### src/design/_unused_placeholder_removed.sv
`timescale 1ns/10ps

### src/design/wakeup_timer_pkg.sv
package wakeup_timer_pkg;

    // Register indexes as printed; the byte address on APB is four times the index.
    localparam logic [7:0] IDX_EXPONENT   = 8'h14;  // Wake-up exponent, 5 bits.
    localparam logic [7:0] IDX_MANT_HIGH  = 8'h15;  // Period mantissa, high byte.
    localparam logic [7:0] IDX_MANT_LOW   = 8'h16;  // Period mantissa, low byte.
    localparam logic [7:0] IDX_COUNT_HIGH = 8'h17;  // Running mantissa count, high byte.
    localparam logic [7:0] IDX_COUNT_LOW  = 8'h18;  // Running mantissa count, low byte.
    localparam logic [7:0] IDX_DUTY       = 8'h19;  // On-window length.
    localparam logic [7:0] IDX_CONTROL    = 8'h08;  // Enables.
    localparam logic [7:0] IDX_STATUS     = 8'h09;  // Sticky events, write one to clear.
    localparam logic [7:0] IDX_MASK       = 8'h0a;  // Interrupt mask, same layout as status.

    // Field positions.
    localparam int CTRL_WAKE_EN_BIT  = 0;  // Wake-up timer enable.
    localparam int CTRL_LDC_EN_BIT   = 1;  // Low-duty-cycle enable.
    localparam int STAT_WAKE_BIT     = 0;  // A wake-up period expired.
    localparam int STAT_LDC_DONE_BIT = 1;  // An on-window closed.
    localparam int EXP_W             = 5;  // Exponent width.
    localparam int MANT_W            = 16; // Mantissa width.
    localparam int PRESC_W           = 22; // Holds four times two to the twentieth, minus one.

    // Reset values.
    localparam logic [4:0] EXP_RESET       = 5'h03;
    localparam logic [7:0] MANT_HIGH_RESET = 8'h00;
    localparam logic [7:0] MANT_LOW_RESET  = 8'h01;
    localparam logic [7:0] DUTY_RESET      = 8'h01;

    // Timing figures.
    localparam logic [4:0] EXP_MAX        = 5'h14;  // Largest effective exponent, twenty.
    localparam int         LF_STEP_TICKS  = 4;      // Timebase ticks per mantissa step at R=0.
    localparam int         LF_HZ_DEFAULT  = 32768;  // Low-frequency timebase, 32.768 kHz.
    localparam int         CORE_PERIOD_NS = 4;      // Core clock period in ns.
    localparam int         CORE_HZ        = 1000000000 / CORE_PERIOD_NS;
    localparam int         ACC_W          = 28;     // Phase accumulator, holds CORE_HZ.

    // Timer sequencing.
    typedef enum logic [0:0] {
        TMR_IDLE = 1'b0,
        TMR_RUN  = 1'b1
    } tmr_state_t;

endpackage

### src/design/lf_tick_if.sv
`timescale 1ns/10ps
// Carries the low-frequency timebase strobe from its generator to the timer.
interface lf_tick_if;
    logic tick;  // One core cycle high per timebase period.

    modport gen  (output tick);
    modport user (input tick);
endinterface

### src/design/lf_tick_gen.sv
`timescale 1ns/10ps
// Makes the 32.768 kHz timebase from the core clock with a phase accumulator.
module lf_tick_gen
    import wakeup_timer_pkg::*;
#(
    parameter int LF_HZ = LF_HZ_DEFAULT
) (
    input  wire logic core_clk,
    input  wire logic srst,
    lf_tick_if.gen    lf
);

    // All state of the generator.
    typedef struct packed {
        logic [ACC_W-1:0] acc;   // Fractional phase, counts LF_HZ per core cycle.
        logic             tick;  // Registered strobe.
    } gen_state_t;

    localparam logic [ACC_W-1:0] STEP  = ACC_W'(LF_HZ);
    localparam logic [ACC_W-1:0] LIMIT = ACC_W'(CORE_HZ);

    gen_state_t cur;  // Present state.
    gen_state_t nxt;  // Next state.

    // A fractional divider keeps the average rate exact; each tick jitters by one cycle,
    // which is far below the timebase period.
    always_comb begin
        logic [ACC_W:0] sum;
        sum      = {1'b0, cur.acc} + {1'b0, STEP};
        nxt      = cur;
        nxt.tick = 1'b0;
        if (sum >= {1'b0, LIMIT}) begin
            nxt.acc  = ACC_W'(sum - {1'b0, LIMIT});
            nxt.tick = 1'b1;
        end else begin
            nxt.acc = sum[ACC_W-1:0];
        end
        if (srst) begin
            nxt = '0;
        end
    end

    // State register.
    always_ff @(posedge core_clk) begin
        cur <= nxt;
    end

    assign lf.tick = cur.tick;

endmodule // lf_tick_gen

### src/design/wakeup_timer_low_duty_cycle.sv
`timescale 1ns/10ps
// Overview of operation
// - Period is four M times two-to-R ticks.
// - Mantissa in two RW bytes; high resets zero.
// - Running count readable as two RO bytes.
// - On-window starts with each wake-up period.
// - Window is four duty times two-to-R ticks if duty is below M.
// - Exponent clamps at twenty; zero allowed.
module wakeup_timer_low_duty_cycle
    import wakeup_timer_pkg::*;
#(
    parameter int LF_HZ = LF_HZ_DEFAULT  // Timebase rate; raise it to shorten simulation.
) (
    input  wire logic        core_clk,
    input  wire logic        srst,
    input  wire logic [11:0] paddr,
    input  wire logic        psel,
    input  wire logic        penable,
    input  wire logic        pwrite,
    input  wire logic [31:0] pwdata,
    input  wire logic [3:0]  pstrb,
    output logic      [31:0] prdata,
    output logic             pready,
    output logic             pslverr,
    output logic             irq,
    output logic             wake_pulse,
    output logic             ldc_window
);

    // One packed struct keeps reset and register in one place.
    // All state of the timer and its register file.
    typedef struct packed {
        logic [1:0]         ctrl;       // Enables.
        logic [EXP_W-1:0]   exponent;   // Exponent as written.
        logic [7:0]         mant_high;  // Mantissa high byte.
        logic [7:0]         mant_low;   // Mantissa low byte.
        logic [7:0]         duty;       // On-window length in mantissa steps.
        logic [1:0]         status;     // Sticky events.
        logic [1:0]         mask;       // Interrupt enables.
        tmr_state_t         state;      // Idle or running.
        logic [PRESC_W-1:0] presc;      // Timebase ticks within one mantissa step.
        logic [MANT_W-1:0]  mant_cnt;   // Remaining mantissa steps in this period.
        logic [7:0]         ldc_left;   // Remaining mantissa steps in the on-window.
        logic               window;     // On-window open.
        logic               wake;       // One-cycle wake-up strobe.
        logic [31:0]        rdata;      // Read data captured in the setup phase.
        logic               err;        // Unmapped address seen in the setup phase.
    } core_state_t;

    core_state_t cur;  // Present state.
    core_state_t nxt;  // Next state.

    // A real slow oscillator can replace the generator
    // behind this interface without touching the timer.
    lf_tick_if lf ();  // Timebase strobe.

    // Timebase generator.
    lf_tick_gen #(
        .LF_HZ (LF_HZ)
    ) u_tick (
        .core_clk (core_clk),
        .srst     (srst),
        .lf       (lf.gen)
    );

    // One aligned word per register: byte address is four times the index.
    // Misaligned or high addresses match no case item.
    // Register index of an address, or an out-of-range marker when bits above or below it are set.
    function automatic logic [8:0] reg_index(input logic [11:0] addr);
        return (addr[11:10] == 2'h0 && addr[1:0] == 2'h0) ? {1'b0, addr[9:2]} : 9'h100;
    endfunction

    // Read-back shows the exponent as written; only timing is clamped.
    // Exponent as the counter sees it: values beyond twenty behave as twenty.
    function automatic logic [EXP_W-1:0] clamp_exp(input logic [EXP_W-1:0] e);
        return (e > EXP_MAX) ? EXP_MAX : e;
    endfunction

    // Decoded settings and strobes shared by the sequence and the checks.
    logic [EXP_W-1:0]   exp_eff;     // Effective exponent.
    logic [PRESC_W-1:0] presc_last;  // Last prescaler value of a mantissa step.
    logic [MANT_W-1:0]  mantissa;    // Programmed mantissa.
    logic [PRESC_W:0]   presc_span;  // Ticks per mantissa step, one bit wider.
    logic [8:0]         index;       // Decoded register index.
    logic               wr_access;   // A write completes this cycle.
    logic               step_end;    // A mantissa step ends this cycle.
    logic               expire;      // A wake-up period ends this cycle.
    logic               ldc_close;   // The on-window closes this cycle.

    // The step spans four times two to the exponent timebase ticks.
    // At exponent twenty the span needs one bit more than
    // the prescaler, so it is formed wider, then reduced.
    assign exp_eff    = clamp_exp(cur.exponent);
    assign presc_span = (PRESC_W + 1)'(LF_STEP_TICKS) << exp_eff;
    assign presc_last = PRESC_W'(presc_span - (PRESC_W + 1)'(1));
    assign mantissa   = {cur.mant_high, cur.mant_low};
    assign index      = reg_index(paddr);
    assign wr_access  = psel && penable && pwrite && pstrb[0] && !cur.err;

    // Steps end only on a tick, so a period is a whole
    // number of ticks; the core clock adds no drift.
    // A zero mantissa is forbidden to software; treating it as one keeps the counter sane.
    assign step_end  = (cur.state == TMR_RUN) && cur.ctrl[CTRL_WAKE_EN_BIT] && lf.tick
                       && (cur.presc == presc_last);
    assign expire    = step_end && (cur.mant_cnt <= MANT_W'(1));
    assign ldc_close = step_end && !expire && (cur.ldc_left == 8'h01);

    // Next-state logic: register file, APB capture and the timer sequence.
    always_comb begin
        logic [1:0] events;
        logic [1:0] clr;
        events = {ldc_close, expire};
        clr    = 2'h0;
        nxt    = cur;
        nxt.wake = expire;

        // Setup phase: decode and capture read data so prdata comes from flip-flops.
        // The word stands until the next setup, so a count
        // byte read is a snapshot from the setup cycle.
        if (psel && !penable) begin
            nxt.err   = 1'b0;
            nxt.rdata = 32'h0;
            unique case (index)
                {1'b0, IDX_EXPONENT}:   nxt.rdata[EXP_W-1:0] = cur.exponent;
                {1'b0, IDX_MANT_HIGH}:  nxt.rdata[7:0] = cur.mant_high;
                {1'b0, IDX_MANT_LOW}:   nxt.rdata[7:0] = cur.mant_low;
                {1'b0, IDX_COUNT_HIGH}: nxt.rdata[7:0] = cur.mant_cnt[15:8];
                {1'b0, IDX_COUNT_LOW}:  nxt.rdata[7:0] = cur.mant_cnt[7:0];
                {1'b0, IDX_DUTY}:       nxt.rdata[7:0] = cur.duty;
                {1'b0, IDX_CONTROL}:    nxt.rdata[1:0] = cur.ctrl;
                {1'b0, IDX_STATUS}:     nxt.rdata[1:0] = cur.status;
                {1'b0, IDX_MASK}:       nxt.rdata[1:0] = cur.mask;
                default:                nxt.err = 1'b1;
            endcase
        end

        // Access phase of a write; the count bytes ignore writes.
        // A refused address or a cleared lane zero strobe
        // leaves every register as it was.
        if (wr_access) begin
            unique case (index)
                {1'b0, IDX_EXPONENT}:  nxt.exponent = pwdata[EXP_W-1:0];
                {1'b0, IDX_MANT_HIGH}: nxt.mant_high = pwdata[7:0];
                {1'b0, IDX_MANT_LOW}:  nxt.mant_low = pwdata[7:0];
                {1'b0, IDX_DUTY}:      nxt.duty = pwdata[7:0];
                {1'b0, IDX_CONTROL}:   nxt.ctrl = pwdata[1:0];
                {1'b0, IDX_STATUS}:    clr = pwdata[1:0];
                {1'b0, IDX_MASK}:      nxt.mask = pwdata[1:0];
                default:               nxt.ctrl = cur.ctrl;
            endcase
        end

        // An event in the same cycle as its clear stays set.
        // So software never loses an event that arrived
        // while its clearing write was in flight.
        nxt.status = (cur.status & ~clr) | events;

        // Timer sequence. Settings are taken live, so software stops the timer
        // before changing them to avoid a period built from mixed values.
        unique case (cur.state)
            TMR_IDLE: begin
                // Start a fresh period from a clean prescaler.
                // The window opens with it when enabled, which
                // keeps both counters aligned from the first step.
                if (cur.ctrl[CTRL_WAKE_EN_BIT]) begin
                    nxt.state    = TMR_RUN;
                    nxt.presc    = '0;
                    nxt.mant_cnt = mantissa;
                    nxt.ldc_left = cur.ctrl[CTRL_LDC_EN_BIT] ? cur.duty : 8'h00;
                    nxt.window   = cur.ctrl[CTRL_LDC_EN_BIT] && (cur.duty != 8'h00);
                end
            end
            TMR_RUN: begin
                if (!cur.ctrl[CTRL_WAKE_EN_BIT]) begin
                    // Clearing the step phase keeps the prescaler
                    // within a smaller exponent written while idle.
                    nxt.state    = TMR_IDLE;
                    nxt.presc    = '0;
                    nxt.ldc_left = 8'h00;
                    nxt.window   = 1'b0;
                end else if (lf.tick) begin
                    nxt.presc = step_end ? '0 : PRESC_W'(cur.presc + PRESC_W'(1));
                    if (expire) begin
                        // New period: reload and reopen the on-window together.
                        nxt.mant_cnt = mantissa;
                        nxt.ldc_left = cur.ctrl[CTRL_LDC_EN_BIT] ? cur.duty : 8'h00;
                        nxt.window   = cur.ctrl[CTRL_LDC_EN_BIT] && (cur.duty != 8'h00);
                    end else if (step_end) begin
                        // One step done: count down, shorten the window.
                        nxt.mant_cnt = MANT_W'(cur.mant_cnt - MANT_W'(1));
                        if (cur.ldc_left != 8'h00) begin
                            nxt.ldc_left = 8'(cur.ldc_left - 8'h01);
                        end
                        if (ldc_close) begin
                            nxt.window = 1'b0;
                        end
                    end
                end
            end
        endcase

        // Synchronous reset; undefined resets get a usable value of one.
        // Placed last so it overrides every branch above,
        // a bus write in the same cycle included.
        if (srst) begin
            nxt           = '0;
            nxt.exponent  = EXP_RESET;
            nxt.mant_high = MANT_HIGH_RESET;
            nxt.mant_low  = MANT_LOW_RESET;
            nxt.duty      = DUTY_RESET;
        end
    end

    // State register.
    // All state, reset included, passes through here.
    always_ff @(posedge core_clk) begin
        cur <= nxt;
    end

    // Handshake outputs are combinational; prdata, wake_pulse
    // and ldc_window come from flip-flops and never glitch;
    // irq is a gate of the registered status and mask.
    // Zero-wait slave: the access phase always completes in its first cycle.
    assign pready     = psel && penable;
    assign pslverr    = psel && penable && cur.err;
    assign prdata     = cur.rdata;
    assign irq        = |(cur.status & cur.mask);
    assign wake_pulse = cur.wake;
    assign ldc_window = cur.window;

    // Checks kept beside the logic they guard.
    // These are silent during reset; the reset check is
    // the only one that looks at the cycle after it.
    chk_exp_clamp: assert property (@(posedge core_clk) disable iff (srst)
        (cur.exponent > EXP_MAX) |-> (exp_eff == EXP_MAX && presc_last == 22'h3fffff))
        else $error("Exponent above twenty not clamped.");

    chk_presc_bound: assert property (@(posedge core_clk) disable iff (srst)
        cur.presc <= presc_last)
        else $error("Prescaler ran past its step length.");

    chk_period_reload: assert property (@(posedge core_clk) disable iff (srst)
        (expire && !$changed(mantissa)) |=> (cur.mant_cnt == $past(mantissa) && cur.wake))
        else $error("Counter not reloaded at period end.");

    chk_window_start: assert property (@(posedge core_clk) disable iff (srst)
        (expire && cur.ctrl[CTRL_LDC_EN_BIT] && cur.duty != 8'h00 && cur.ctrl[CTRL_WAKE_EN_BIT])
        |=> (ldc_window && cur.ldc_left == $past(cur.duty)))
        else $error("On-window did not open with the period.");

    chk_window_close: assert property (@(posedge core_clk) disable iff (srst)
        ldc_close |=> (!ldc_window && cur.ldc_left == 8'h00 && cur.status[STAT_LDC_DONE_BIT]))
        else $error("On-window did not close after its length.");

    chk_mant_reset: assert property (@(posedge core_clk)
        srst |=> (cur.mant_high == MANT_HIGH_RESET && !ldc_window && !irq))
        else $error("Mantissa high byte not reset to zero.");

    chk_count_read: assert property (@(posedge core_clk) disable iff (srst)
        (psel && !penable && !pwrite && index == {1'b0, IDX_COUNT_LOW})
        |=> (prdata == {24'h0, $past(cur.mant_cnt[7:0])}))
        else $error("Count low byte read wrong.");

    chk_sticky_set: assert property (@(posedge core_clk) disable iff (srst)
        expire |=> cur.status[STAT_WAKE_BIT]
            ##0 (irq == cur.mask[STAT_WAKE_BIT] || cur.status[STAT_LDC_DONE_BIT]))
        else $error("Wake-up event not latched.");

    chk_status_clear: assert property (@(posedge core_clk) disable iff (srst)
        (wr_access && index == {1'b0, IDX_STATUS} && pwdata[STAT_WAKE_BIT] && !expire)
        |=> !cur.status[STAT_WAKE_BIT])
        else $error("Wake-up status bit not cleared by a write of one.");

    chk_wake_single: assert property (@(posedge core_clk) disable iff (srst)
        wake_pulse |=> !wake_pulse)
        else $error("Wake-up pulse lasted more than one cycle.");

    chk_stop_clean: assert property (@(posedge core_clk) disable iff (srst)
        (cur.state == TMR_RUN && !cur.ctrl[CTRL_WAKE_EN_BIT])
        |=> (cur.state == TMR_IDLE && !ldc_window && cur.presc == '0))
        else $error("Stopped timer kept its window or step phase.");

    chk_count_range: assert property (@(posedge core_clk) disable iff (srst)
        (cur.state == TMR_RUN)
        |-> (cur.mant_cnt != '0 && cur.mant_cnt <= mantissa))
        else $error("Running count outside one to the mantissa.");

    chk_ldc_off: assert property (@(posedge core_clk) disable iff (srst)
        (expire && !cur.ctrl[CTRL_LDC_EN_BIT])
        |=> !ldc_window)
        else $error("On-window opened while disabled.");

    chk_unmapped_write: assert property (@(posedge core_clk) disable iff (srst)
        (psel && penable && pwrite && cur.err)
        |=> ($stable(mantissa) && $stable(cur.ctrl) && $stable(cur.duty)))
        else $error("Refused write changed a register.");

endmodule // wakeup_timer_low_duty_cycle

### config.mk
export PLATFORM = sky130hd
export DESIGN_NAME = wakeup_timer_low_duty_cycle
export DESIGN_NICKNAME = d
export VERILOG_FILES = /design/src/design/_unused_placeholder_removed.sv /design/src/design/wakeup_timer_pkg.sv /design/src/design/lf_tick_if.sv /design/src/design/lf_tick_gen.sv /design/src/design/wakeup_timer_low_duty_cycle.sv
export SDC_FILE = /design/constraint.sdc
export NUM_CORES = 1
export LEC_CHECK = 0
export ABC_AREA = 1
export BUFFER_PORTS_ARGS = -buffer_cell sky130_fd_sc_hd__buf_2
export CORE_MARGIN = 5
export CORE_UTILIZATION = 30
export CTS_CLUSTER_SIZE = 30
export DETAILED_ROUTE_END_ITERATION = 8
export SYNTH_ARGS = -nofsm -noshare
export SYNTH_HDL_FRONTEND = slang
export SYNTH_HIERARCHICAL = 1
export SYNTH_SLANG_ARGS = --single-unit
### constraint.sdc
create_clock -name core_clk -period 4.2 [get_ports core_clk]
set_clock_uncertainty 0.1 [all_clocks]
set_input_delay 1.05 -clock core_clk [delete_from_list [all_inputs] [get_ports core_clk]]
set_output_delay 1.05 -clock core_clk [all_outputs]
set_load 0.02 [all_outputs]
==> Word level (Yosys, flattened, before mapping) <==
Index checks and enable logic that the tools add are counted.
{ "word_totals": {"regBits": 122, "input_bits": 53, "out_inout_bits": 37, "elab_cells": 107} }
{ "classes": {"addsub": 6, "n_lt_le_gt_ge": 3, "n_eq_ne": 19, "shift": 1, "n_mux": 23, "bitwise_logic": 5, "n_reduce_logical": 33} }
{ "ops": {"columns": ["cell", "count"], "rows": [
  ["$pmux 48 s2", 1],
  ["$eq 9x5->1 const B", 6],
  ["$mux 25", 2],
  ["$mux 48", 1],
  ["$mux 47", 1],
  ["$mux 22", 2],
  ["$add 28x16->29 const B", 1],
  ["$ge 29x28->1 const B", 1],
  ["$mux 28", 1],
  ["$sub 28x28->28 const B", 1],
  ["$eq 9x4->1 const B", 3],
  ["$add 22x1->22 const B", 1],
  ["$eq 22x22->1", 1],
  ["$shl 3x5->22 const A", 1],
  ["$sub 22x1->22 const B", 1],
  ["$mux 9", 2],
  ["$pmux 2 s9", 1],
  ["$pmux 3 s6", 1],
  ["$le 16x1->1 const B", 1],
  ["$mux 16", 1],
  ["$mux 8", 2],
  ["$reduce_bool 8->1", 2],
  ["$sub 16x1->16 const B", 1],
  ["$pmux 3 s5", 1],
  ["other kinds (22)", 54]
]} }

==> Depth between registers and ports, before layout <==
{ "depth": {"depth_word": 16, "ltp_mapped": 25, "ltp_nobuf": 22} }

==> Cells and area by module <==
The synthesis kept the hierarchy.
{ "by_module_without_submodules": {"columns": ["mod", "instances", "cells_per_inst", "area_per_inst_um2", "seq_area_each_um2"], "rows": [
  ["wakeup_timer_low_duty_cycle", 1, 952, 6246.0, 1861.8],
  ["lf_tick_gen", 1, 263, 1735.4, 440.4]
]} }

==> Least setup slack after synthesis <==
Ideal clock, no wire load.
{ "synth_timing": {"path_kind": "flip-flop to flip-flop", "from": "register cur[112] in the netlist's numbering", "to": "register cur[52] in the netlist's numbering", "setup_ps": 122, "arrival_ps": 3034, "required_time_ps": 3978, "slack_ps": 944, "stages_incl_launch_ff": 23, "n_path_buf": 3, "synth_period_minus_slack_ps": 3256, "path_cell_list": "dfxtp_1 buf_6 inv_4 buf_2 nand4_1 inv_1 nand2_1 ha_1 xnor2_1 or2_2 a21oi_1 o21ai_0 nor2_1 nand2_1 nor2_1 nand3_1 nor3_4 nand2_2 nand2_1 nand2_2 buf_2 a21oi_1 a21oi_1"} }
{ "synth_between": {"elab_chain_len": 11, "elab_cells_between_ends": 13, "cone_classes": "1 x add/sub; 1 x order compare; 2 x eq/ne; 1 x shift; 5 x mux; 3 x reduce/logical"} }
{ "synth_lines": {"columns": ["item", "line_no", "source"], "rows": [
  ["start: declaration", "wakeup_timer_low_duty_cycle.sv:50", "core_state_t cur;"],
  ["start signal: assignment", "wakeup_timer_low_duty_cycle.sv:217", "cur <= nxt;"],
  ["$gt 5x5->1", "wakeup_timer_low_duty_cycle.sv:76", "return (e > EXP_MAX) ? EXP_MAX : e;"],
  ["$mux 5 (*)", "wakeup_timer_low_duty_cycle.sv:76", null],
  ["$shl 3x5->22 (*)", "wakeup_timer_low_duty_cycle.sv:94", "assign presc_span = (PRESC_W + 1)'(LF_STEP_TICKS) << exp_eff;"],
  ["$sub 22x1->22 (*)", "wakeup_timer_low_duty_cycle.sv:95", "assign presc_last = PRESC_W'(presc_span - (PRESC_W + 1)'(1));"],
  ["$eq 22x22->1 (*)", "wakeup_timer_low_duty_cycle.sv:104", "&& (cur.presc == presc_last);"],
  ["$logic_and 1x1->1 (*)", "wakeup_timer_low_duty_cycle.sv:104", null],
  ["$logic_and 1x1->1", "wakeup_timer_low_duty_cycle.sv:105", "assign expire = step_end && (cur.mant_cnt <= MANT_W'(1));"],
  ["$mux 25", "wakeup_timer_low_duty_cycle.sv:183", "if (expire) begin"],
  ["$mux 47", "wakeup_timer_low_duty_cycle.sv:181", "end else if (lf.tick) begin"],
  ["$mux 16", "wakeup_timer_low_duty_cycle.sv:174", "if (!cur.ctrl[CTRL_WAKE_EN_BIT]) begin"],
  ["$pmux 48 s2", "wakeup_timer_low_duty_cycle.sv:160", "unique case (cur.state)"]
]} }
Mark *: on every way between the ends. The rest lies on a longest branch, timed or not. The select of a mux whose other input is x is not followed.
A chain may end at the register's enable or synchronous reset.

==> Worst setup path in the final report <==
{ "layout_timing": {"from": "register cur[112] in the netlist's numbering", "to": "register cur[36] in the netlist's numbering"} }
{ "layout_between": {"elab_chain_len": 11, "elab_cells_between_ends": 14, "cone_classes": "1 x add/sub; 1 x order compare; 3 x eq/ne; 1 x shift; 5 x mux; 3 x reduce/logical"} }
{ "layout_lines": {"columns": ["item", "line_no"], "rows": [
  ["$gt 5x5->1", "wakeup_timer_low_duty_cycle.sv:76"],
  ["$mux 5 (*)", "wakeup_timer_low_duty_cycle.sv:76"],
  ["$shl 3x5->22 (*)", "wakeup_timer_low_duty_cycle.sv:94"],
  ["$sub 22x1->22 (*)", "wakeup_timer_low_duty_cycle.sv:95"],
  ["$eq 22x22->1 (*)", "wakeup_timer_low_duty_cycle.sv:104"],
  ["$logic_and 1x1->1 (*)", "wakeup_timer_low_duty_cycle.sv:104"],
  ["$logic_and 1x1->1", "wakeup_timer_low_duty_cycle.sv:105"],
  ["$mux 25", "wakeup_timer_low_duty_cycle.sv:183"],
  ["$mux 47", "wakeup_timer_low_duty_cycle.sv:181"],
  ["$mux 9", "wakeup_timer_low_duty_cycle.sv:174"],
  ["$pmux 48 s2", "wakeup_timer_low_duty_cycle.sv:160"]
]} }
Marked as above.

==> results by group <==
Floorplanning
  – IO Pins: 90
  – Chip height: 173.1 um
  – Die area: 0.02997 mm^2
  – Die width: 173.1 um
  – Starting density of the core: 30.54%
  – Total core area: 0.02613 mm^2
  – Row count: 59

Placement
  – Dpl hpwl: 16.08 mm
  – RePlAce Congestion: 0.8692
  – PortBufs: 38

Hold path
  – Hold depth: 2
  – Hold path start: prdata[1]$_SDFFE_PP0P_
  – Hold crit path type: register to register
  – Hold endpoint: prdata[1]$_SDFFE_PP0P_

Drt
  – Drt drc: 0
  – Initial DRT Pass Iterations: 6
  – Final wirelength: 21.64 mm
  – Routed wire per std cell: 13.56 um
  – Via/cell ratio: 4.883
  – Via count of the routed design: 7,789
  – Starting DRC count in detailed routing: 653
  – Antenna viol nets, final: 0

STA
  – RSZ-0062 raised after global routing: false
  – Setup_tns: 0 ns
  – Clock period minus worst slack: 3.639 ns
  – Rel. slew slack: 50.83%
  – Final Hold Fails: 0
  – Fin. max-slew vios: 0
  – Endpoints failing setup: 0
  – Fmax: 274.8 MHz
  – Slew @ Worst Pin: 0.7189 ns
  – Final Cycle Share: 86.65%

Synth
  – Top cell type's share of synthesized area: 28.84%
  – Area contributors post-synth: dfxtp_1, nand2_1, inv_1, nor2_1, nand3_1
  – Ys flop type: dfxtp_1
  – Count of cell types in the netlist: 52
  – Top-count cell post-synth: nand2_1
  – Yosys reg bits: 115
  – Sequential fraction of the synthesis area: 28.84%
  – YS warnings: 6
  – Avg Inst Size Synth: 6.569 um^2
  – Synth top cells by count: nand2_1, inv_1, nor2_1, dfxtp_1, nand3_1
  – Post-synth EDFFs: 0
  – Cell taking the most area after synthesis: dfxtp_1
  – Mapped Area: 0.007981 mm^2
  – Fraction of registers with async set/reset: 0%
  – Post-Syn Instances: 1,215

Setup path
  – R2R depth: 19
  – Reg2reg setup slack: 0.56 ns
  – Reg2reg start: cur[112]$_SDFFE_PP0P_
  – Kind of critical path: register to register
  – Critical Path Fanout Max: 20
  – WP data arrival: 3.85 ns
  – Crit path launch type: register
  – CP required: 4.41 ns
  – Crit path capture type: register
  – Reg-to-Reg End: cur[36]$_SDFFE_PP0P_

CTS
  – Clk root buf: clkbuf_16
  – CTS tree: built
  – TritonCTS sink count: 115
  – Insertion delay of the later-clocked pin in the worst-skew pair: 0.43 ns
  – Post-cts gate resize count: 0
  – H-Tree Depth: 4
  – Reg clk slew, reported paths: 0.06 ns
  – Cts hold-fix bufs: 0
  – Setup Buffers After CTS: 0
  – Maximum clock path buffer count: 2
  – TritonCTS buffer count: 17

Global routing
  – Total gr overflow: 0
  – First-pass GRT wire length: 36.01 mm
  – Largest net degree at the start of global routing: 36
  – GRT Util Overall: 14.22%
  – Vias in the first global route: 7,185
  – Initial antenna violation count: 0

Job
  – Max_cap viols: 0

Cells and area
  – Area delta synth->final: 12.81%
  – Share of cells above drive strength 1: 13.57%
  – Net count reported at finish: 1,310
  – Diodes inserted: 0

Pwr
  – Peak supply drop: 0.2394 mV
  – Overall Power: 2.752 mW
  – P_leak: 3.747 nW
  – Pwr per Cell Area: 305.7 mW/mm^2

Status
  – Outcome: complete, no violations
layout by cell type (no fill, tap or decap), types with 4 or more instances in the layout:
cell type  count
or2_2          5
nor2_4         9
xnor2_1        9
nand2_2       21
buf_4         23
nor2_2         5
nor3_1        20
nor2_1       130
a21oi_1       87
a21oi_2       10
nand3_1       90
inv_2          9
o211ai_1       9
dfxtp_1      115
ha_1          10
conb_1        24
nand2_1      229
o21ai_0       77
nand2_4        5
xor2_1        42
nor4_1         6
nand4_1       37
o21ai_1        5
nand3b_1       4
a31oi_1        4
o22ai_1       13
buf_2         38
inv_6          7
clkbuf_16     17
a211oi_1       7
inv_1        148
critical path, stage by stage (launching register included):
cell and delay (ns):
dfxtp_1 0.33, inv_4 0.15, nand4_1 0.14, or2_2 0.30, ha_1 0.31, xnor2_1 0.13
or2_2 0.29, a21oi_1 0.10, o21ai_0 0.09, nor2_1 0.09, nand2_1 0.06, nor2_1 0.08
nand3_1 0.14, nor2_1 0.20, nand4_1 0.15, buf_4 0.24, inv_1 0.24, o21ai_0 0.16
a21oi_1 0.19, nor2_1 0.05
where the power goes:
group / leakage [nW] / switching [mW] / internal (mW)
Clock: 0.302 / 0.585 / 0.950
Combinational: 2.52 / 0.0835 / 0.0309
Sequential: 0.928 / 0.00536 / 1.10
metal layers:
metal	GRT usage [%]	up-vias	wire length, um
met5	0	-	0
met4	5.321	0	459
met3	2.598	31	1210
met2	22.30	232	9486
met1	19.51	3520	10480
li1	-	4006	-
worst max path at each step:
stage | to | slack, ns | cells past startpoint | from
5_1_grt | cur[69]$_SDFFE_PP0P_ | 0.27 | 20 | cur[111]$_SDFFE_PP1P_
4_1_cts | cur[78]$_SDFFE_PP0P_ | 0.59 | 19 | cur[113]$_SDFFE_PP0P_
6_report | cur[36]$_SDFFE_PP0P_ | 0.56 | 19 | cur[112]$_SDFFE_PP0P_
3_3_place_gp | cur[78]$_SDFFE_PP0P_ | 0.59 | 19 | cur[112]$_SDFFE_PP0P_
3_5_place_dp | cur[78]$_SDFFE_PP0P_ | 0.60 | 19 | cur[112]$_SDFFE_PP0P_
2_1_floorplan | cur[52]$_SDFFE_PP0P_ | 0.94 | 22 | cur[112]$_SDFFE_PP0P_
state kept, by name (all words and copies together) (netlist names):
signal and count:
wake_pulse 1, u_tick/cur 21, ldc_window 1, cur 83
u_tick/lf.tick 1, prdata 8
layout make-up:
type | count | area [um^2]
Inverter | 161 | 611.8
Timing Repair Buffer | 61 | 362.8
Sequential cell | 115 | 2302
Clock buffer | 17 | 425.4
Multi-Input combinational cell | 891 | 4690
Clock inverter | 15 | 192.7
Fill cell | 2807 | 17130
Tap cell | 335 | 419.2
through the flow:
step	instance area [um^2]	setup slack, ns	util [%]	std cells	hold slack (ns)
final	9004	0.5609	34.45	1595	0.3696
after global routing	9004	0.2695	34.45	1595	0.3865
after CTS	9004	0.5921	34.45	1595	0.3680
after detailed placement	8386	0.6010	32.09	1563	0.3570
after global placement	8386	0.5939	32.09	1563	0.3608
after floorplan	8068	0.9439	-	1238	0.3457
cells by family (layout without fill, tap and decap cells):
group                      after synthesis  count (layout)  synth area share (%)
and+or+nand+nor                        569             569                 32.92
AOI/OAI and AO/OA                      235             235                 17.13
other                                    1              24               0.04698
xor gates and xnor gates                53              53                 6.004
buffers and inverters                  232             254                 13.48
adders and majority gates               10              10                 1.568
DFF                                    115             115                 28.84
Note: power is estimated with default switching activity, not from simulation.
